<file path="config.mk">
export PLATFORM = sky130hd
export DESIGN_NAME = reset_pin_sequencer
export DESIGN_NICKNAME = d
export VERILOG_FILES = /design/src/hdl/reset_pin_pkg.sv /design/src/hdl/reset_pin_sequencer.sv /design/src/hdl/reset_sync.sv
export SDC_FILE = /design/constraint.sdc
export NUM_CORES = 1
export LEC_CHECK = 0
export BUFFER_PORTS_ARGS = -buffer_cell sky130_fd_sc_hd__buf_2
export CORE_MARGIN = 5
export CORE_UTILIZATION = 25
export CTS_CLUSTER_DIAMETER = 40
export DETAILED_ROUTE_END_ITERATION = 8
export HOLD_SLACK_MARGIN = 0.15
export PLACE_DENSITY_LB_ADDON = 0.05
export SYNTH_ARGS = -nofsm -noshare
export SYNTH_HDL_FRONTEND = slang
export SYNTH_SLANG_ARGS = --single-unit
</file>
<file path="constraint.sdc">
create_clock -name clock -period 3.9 [get_ports clock]
set_input_delay 0.195 -clock clock [delete_from_list [all_inputs] [get_ports clock]]
set_output_delay 0.195 -clock clock [all_outputs]
set_load 0.05 [all_outputs]
</file>
<file path="src/hdl/reset_pin_pkg.sv">
// Operation
// - while hardware reset pin is low, hold all but real-time clock logic in reset
// - on hardware reset release, full reset of all but real-time clock logic
// - while soft reset pin is low, stay in software reset
// - on soft reset release, reset core, digital registers and peripherals
// - soft reset spares power-on-only registers, clock, debug and test state
// - once soft reset pin sensed low, drive it low as output
// - drive soft reset pin low exactly six system clock cycles, then sense
// - alternate sense and drive until the pin is sensed inactive
package reset_pin_pkg;

    localparam logic [2:0] DRIVE_CYCLES = 3'h6;
    localparam logic [2:0] COUNT_RESET = 3'h0;
    localparam int SYNC_STAGES = 2;

    typedef enum logic [2:0] {
        ST_RUN = 3'h1,
        ST_DRIVE = 3'h2,
        ST_SENSE = 3'h4
    } seq_state_t;

    // reset outputs towards the rest of the chip, all active low
    typedef struct packed {
        logic porResetN;
        logic softResetN;
        logic keepResetN;
    } reset_out_t;

    typedef struct packed {
        seq_state_t state;
        logic [2:0] count;
        logic hwHeld;
        logic drivePin;
        reset_out_t resets;
    } seq_reg_t;

endpackage

</file>
<file path="src/hdl/reset_pin_sequencer.sv">
`timescale 1ns/100ps
module reset_pin_sequencer
    import reset_pin_pkg::*;
(
    // clock and power-up reset
    input wire logic clock,
    input wire logic rst_b,
    // hardware reset pin
    input wire logic hw_reset_n,
    // software reset pin, two-way
    input wire logic softResetPinIn,
    output logic softResetPinOut,
    output logic softResetPinOe,
    // reset outputs to the chip
    output logic porResetN,
    output logic softResetN,
    output logic rtcResetN
);

    seq_reg_t state_q;
    seq_reg_t state_d;
    logic hwSync;
    logic softSync;
    // phase decode, kept apart so the state logic reads like the rules
    logic hwActive;
    logic softLow;
    logic inDrive;
    logic inSense;
    logic driveDone;
    logic senseDone;

    reset_sync hwSyncInst (
        .clock(clock),
        .rst_b(rst_b),
        .pinIn(hw_reset_n),
        .pinSync(hwSync)
    );

    reset_sync softSyncInst (
        .clock(clock),
        .rst_b(rst_b),
        .pinIn(softResetPinIn),
        .pinSync(softSync)
    );

    assign hwActive = !hwSync;
    assign softLow = !softSync;
    assign inDrive = (state_q.state == ST_DRIVE);
    assign inSense = (state_q.state == ST_SENSE);

    // last of the six driven cycles
    assign driveDone = inDrive && (state_q.count == DRIVE_CYCLES - 3'h1);

    // sync latency flushed, so the level reflects the released line
    assign senseDone = inSense && (state_q.count == 3'(SYNC_STAGES));

    always_comb begin
        state_d = state_q;
        // por only lifts two edges after the pin is seen high again
        state_d.hwHeld = hwActive;
        state_d.resets.porResetN = !hwActive && !state_q.hwHeld;
        state_d.resets.keepResetN = 1'b1;
        if (hwActive) begin
            state_d.state = ST_RUN;
            state_d.count = COUNT_RESET;
            state_d.drivePin = 1'b0;
            state_d.resets.softResetN = 1'b0;
        end else begin
            unique case (state_q.state)
                ST_RUN: begin
                    // soft reset follows por out of a full reset
                    state_d.count = COUNT_RESET;
                    state_d.drivePin = 1'b0;
                    state_d.resets.softResetN = state_q.resets.porResetN;
                    if (softLow && !state_q.hwHeld) begin
                        state_d.state = ST_DRIVE;
                        state_d.drivePin = 1'b1;
                        state_d.resets.softResetN = 1'b0;
                    end
                end
                ST_DRIVE: begin
                    state_d.resets.softResetN = 1'b0;
                    state_d.drivePin = 1'b1;
                    state_d.count = state_q.count + 3'h1;
                    if (driveDone) begin
                        state_d.state = ST_SENSE;
                        state_d.drivePin = 1'b0;
                        state_d.count = COUNT_RESET;
                    end
                end
                ST_SENSE: begin
                    // still in soft reset while sensing
                    state_d.resets.softResetN = 1'b0;
                    state_d.drivePin = 1'b0;
                    state_d.count = state_q.count + 3'h1;
                    if (senseDone) begin
                        state_d.count = COUNT_RESET;
                        if (softLow) begin
                            state_d.state = ST_DRIVE;
                            state_d.drivePin = 1'b1;
                        end else begin
                            state_d.state = ST_RUN;
                            state_d.resets.softResetN = 1'b1;
                        end
                    end
                end
                default: begin
                    // illegal code: back to idle, soft reset kept on
                    state_d.state = ST_RUN;
                    state_d.count = COUNT_RESET;
                    state_d.drivePin = 1'b0;
                    state_d.resets.softResetN = 1'b0;
                end
            endcase
        end
    end

    always_ff @(posedge clock or negedge rst_b) begin
        if (!rst_b) begin
            state_q <= '{state: ST_RUN, count: COUNT_RESET, hwHeld: 1'b1,
                drivePin: 1'b0,
                resets: '{porResetN: 1'b0, softResetN: 1'b0,
                    keepResetN: 1'b0}};
        end else begin
            state_q <= state_d;
        end
    end

    assign softResetPinOut = 1'b0;
    assign softResetPinOe = state_q.drivePin;
    assign porResetN = state_q.resets.porResetN;
    assign softResetN = state_q.resets.softResetN;
    // rtc domain only cleared at power-up
    assign rtcResetN = state_q.resets.keepResetN;

endmodule

</file>
<file path="src/hdl/reset_sync.sv">
`timescale 1ns/100ps
module reset_sync
    import reset_pin_pkg::*;
(
    // clock and reset
    input wire logic clock,
    input wire logic rst_b,
    // raw pin and synchronised level
    input wire logic pinIn,
    output logic pinSync
);

    logic [SYNC_STAGES-1:0] stage_q;

    // pins idle high through their pullups
    always_ff @(posedge clock or negedge rst_b) begin
        if (!rst_b) begin
            stage_q <= '1;
        end else begin
            stage_q <= {stage_q[SYNC_STAGES-2:0], pinIn};
        end
    end

    assign pinSync = stage_q[SYNC_STAGES-1];

endmodule

</file>
**Yosys cells after proc, flatten, opt, wreduce, memory -nomap -nowiden**

Cells that the tools add are included.

- Add/subtract/negate cells: 1
- Equal/unequal tests: 8
- Multiplexer cells: 17
- Reduce and logical (&&, ||, !) cells: 8

Operators by type and width:

| operator | count |
|---|---|
| two-way mux 6 bit | 3 |
| one-hot mux 6 bit (3 select lines) | 1 |
| two-way mux 1 bit | 9 |
| != test 3 bit, second input constant | 3 |
| equality test 3 x 2 -> 1 bit, second input constant | 2 |
| equality test 3 bit, second input constant | 2 |
| logical AND 1 bit | 4 |
| adder 3 x 1 -> 3 bit, second input constant | 1 |
| equality test 3 x 1 -> 1 bit, second input constant | 1 |
| logical NOT 1 bit | 3 |
| two-way mux 3 bit | 1 |
| one-hot mux 1 bit (3 select lines) | 1 |
| AND reduction 3 bit | 1 |
| two-way mux 2 bit | 1 |
| one-hot mux 1 bit (2 select lines) | 1 |

- Register bits: 15
- Input port bits: 4
- Output and inout port bits: 5

**Longest topological paths before layout**

- Depth after elaboration: 5
- Gate-level depth with buffers: 5

**Hierarchy**

A second synthesis with hierarchy kept.

- Cells, all modules: 56
- Area total of the unflattened synthesis: 678.2 um^2

Modules (own cells, without submodules):

| module | times used | cells an instance | area an instance (um^2) | seq. area each (um^2) |
|---|---|---|---|---|
| reset_pin_sequencer | 1 | 52 | 573.0 | 277.8 |
| reset_sync | 2 | 2 | 52.6 | 52.6 |

**Least setup slack after synthesis**

OpenSTA, ideal clock, no wires.

- Kind: flip-flop to flip-flop
- Start point: reg state_q[5] (netlist bit)
- End point: reg state_q[8] (netlist bit)
- Setup time: 0.082 ns
- Arrival: 1.204 ns
- Data required time: 3.818 ns
- Path slack: 2.614 ns
- Stages on the path, launching flop included: 6
- Path buffers: 0
- Period minus slack after synthesis: 1.286 ns
- Path through: dfrtp_1 inv_1 ha_1 nor3b_1 a21o_1 a211o_1

- Cells in the longest elaborated chain, start to end: 4

Ends and longest elaborated chain:

| element | RTL line | source |
|---|---|---|
| start: declaration | reset_pin_sequencer.sv:20 | `seq_reg_t state_q;` |
| start signal: assignment | reset_pin_sequencer.sv:120 | `state_q <= '{state: ST_RUN, count: COUNT_RESET, hwHeld: 1'b1,` |
| start signal: assignment | reset_pin_sequencer.sv:125 | `state_q <= state_d;` |
| equality test 3 x 2 -> 1 bit / equality test 3 bit (equally long branches) | reset_pin_sequencer.sv:55, reset_pin_sequencer.sv:52 |  |
| logical AND 1 bit (on tied branches) | reset_pin_sequencer.sv:55, reset_pin_sequencer.sv:52 |  |
| != test 3 bit (no line) | n/a |  |
| AND reduction 3 bit (no line) (*) | n/a |  |

Every way passes the cells marked *; elsewhere a longest branch is shown, timed or not.
A chain may end at the register's enable or synchronous reset.

**Worst setup path in the final report**

Ends and elaborated chain as after synthesis.

==> impl_metrics.toml <==
[clock_network]
clkSinkCount = 15
post_cts_buffers = 0
path_clk_slew_ns = 0.10
cts_buffer_depth = 2
cts_max_level = 1
root_buffer = "clkbuf_4"
tritoncts = "done"
numCtsBuffers = 3
clk_latency_ns = 0.28

[yosys]
async_flop_share_pct = 100.0
syn_inst = 61
syn_avg_cell_area_um2 = 11.42
ys_seq_area_share_pct = 54.94
synth_common_cells = "dfrtp_1, dfstp_2, a21oi_1, inv_1"
synth_nets = 68
ys_warn_count = 0
synth.ff_latch_count = 15
netlist_area_um2 = 696.9
yosysUniqueCellTypes = 27
synth_edf_count = 0
yosysTopAreaCellShare_pct = 32.32
synth_top_area_cell = "dfrtp_1"
synthFlopType = "dfrtp_1"
ys_top_cells_by_area = "dfrtp_1, dfstp_2, ha_1"
yosysMostFrequentCell = "dfrtp_1"

[route]
drt-pass1-iter-count = 4
wl_um = 1252
wl_per_cell_um = 12.16
drc_errors = 0
drt-initial-drc-count = 5
vias = 468
routed_via_density = 4.544
ant_nets = 0

[critical_path]
start_kind = "flop"
crit_start = "state_q[5]$_DFF_PN0_"
rr_startpoint = "state_q[5]$_DFF_PN0_"
crit_fanout = 4
path_class = "flop to flop"
worst_setup_path_end_kind = "flop"
cp.arrival_ns = 1.57
worstPathRequired_ns = 4.12

[sta]
finalCritPeriodShare_pct = 34.54
fin_worst_skew_ns = 0.01115
hold_viol = 0
grt_setup_unrepaired = "no"
timing.fmax_mhz = 742.4
setup_viol = 0
setup_tns_ns = 0
drv_slew = 0
period_needed_ns = 1.347

[global_route]
first_global_vias = 483
antenna_found_initial = 0
grt_pass1_wl_um = 2256
grt.total_usage_pct = 7.359
grt_max_degree = 16
grt-ovfl-total = 0

[finish]
area.growth.synth_to_final_pct = 15.26
antenna_cells = 0
nets = 80
nFillCells = 294
drive_gt1_share_pct = 23.61

[floorplan]
core-area_um2 = 2710
start_util_pct = 25.72
pin_count = 9
die_area_um2 = 3944
die_h_um = 62.80
fp.dieW_um = 62.80
row_count = 19

[placed_design]
io_buffers = 7
hpwl_um = 908.9
place_congestion = 0.6425

[power]
ir_drop_mv = 0.2255
power.total_mw = 0.2943
power.density_nw_per_um2 = 366.4
leakage_nw = 0.3518

[worst_hold_path]
min_path_type = "primary input to async pin"

[run_status]
status = "complete, no violations"

[job]
maxCapViolCount = 0
-- stage by stage --
stage	util [%]	instance area [µm²]	instances	hold WS, ns	setup slack, ns
3_5_place_dp	27.56	747.0	96	0.1267	2.551
6_report	29.64	803.3	103	0.3332	2.553
3_3_place_gp	27.56	747.0	96	0.1284	2.558
5_1_grt	29.64	803.3	103	0.3524	2.445
2_1_floorplan	-	696.9	61	-0.1006	2.614
4_1_cts	29.64	803.3	103	0.3472	2.540
-- layer usage --
| metal | vias up | track usage, % | share of wire [%] |
|---|---|---|---|
| met5 | - | 0 | 0 |
| met2 | 12 | 11.53 | 48 |
| met1 | 225 | 8.333 | 45 |
| met3 | 2 | 4.317 | 6.2 |
| met4 | 0 | 2.387 | 1.1 |
| li1 | 229 | - | - |
-- cell families after synthesis --
logic type,Yosys count,share of synthesized area (%)
buf+inv,7,5.564
flops,15,54.94
simple gates,19,18.85
fa+ha+maj,3,5.387
compound gates,13,11.67
other cells,2,1.078
xor+xnor,2,2.514
-- path summary, 6_finish.rpt --
| check | end | slack, ns | cells past startpoint |
|---|---|---|---|
| min in group clock | hwSyncInst.stage_q[1]$_DFF_PN1_ | 0.36 | 0 |
| min reg2reg | hwSyncInst.stage_q[1]$_DFF_PN1_ | 0.36 | 0 |
| max reg2reg | state_q[8]$_DFFE_PN1P_ | 2.55 | 5 |
| max in group asynchronous | softSyncInst.stage_q[0]$_DFF_PN1_ | 3.25 | 2 |
| max | state_q[8]$_DFFE_PN1P_ | 2.55 | 5 |
| min | state_q[10]$_DFFE_PN0P_ | 0.33 | 2 |
-- area by class of cell --
| class | instances | area, µm² | area share (%) |
|---|---|---|---|
| Timing Repair Buffer | 10 | 65.06 | 8.100 |
| Sequential cell | 15 | 382.9 | 47.66 |
| Inverter | 4 | 15.01 | 1.869 |
| Multi-Input combinational cell | 39 | 275.3 | 34.27 |
| Tap cell | 31 | 38.79 | 4.829 |
| Clock buffer | 4 | 26.28 | 3.271 |
-- critical path, stage by stage (launching register included) --
cell and delay [ns]:
dfrtp_1 0.39, inv_1 0.06, ha_1 0.22, nor3b_1 0.16, a21o_1 0.18, a211o_1 0.28
-- power breakdown --
group | switching, mW | internal (mW) | leakage, nW
Clock | 0.0489 | 0.0396 | 0.0150
Combinational | 0.0215 | 0.0129 | 0.152
Sequential | 0.00628 | 0.165 | 0.185
-- state kept, by name (all words and copies together), names as in the netlist --
| name | cells |
|---|---|
| rtcResetN | 1 |
| hwSyncInst.stage_q | 2 |
| softResetPinOe | 1 |
| state_q | 7 |
| softResetN | 1 |
| softSyncInst.stage_q | 2 |
| porResetN | 1 |
-- placed cells by master (no fill, tap or decap), types with 2 or more instances in the layout --
master,synthesis,routed
a211oi_1,2,2
a21o_1,2,2
a21oi_1,4,4
buf_2,1,7
clkbuf_4,0,3
conb_1,2,2
dfrtp_1,9,9
dfstp_2,6,6
dlygate4sd3_1,0,3
ha_1,3,3
inv_1,4,4
nand2b_1,3,3
nand3_1,2,2
nor2_1,2,2
nor3_1,3,3
nor3b_1,3,3
nor4bb_1,2,2
o21ai_1,2,2
-- repair_timing --
action                     in CTS  in global routing
setup endpoints to repair       0                  0
hold buffers                    3                  0
hold endpoints to repair       17                  0
gates resized for setup         0                  0
No activity file was read; power rests on OpenSTA's default activity.
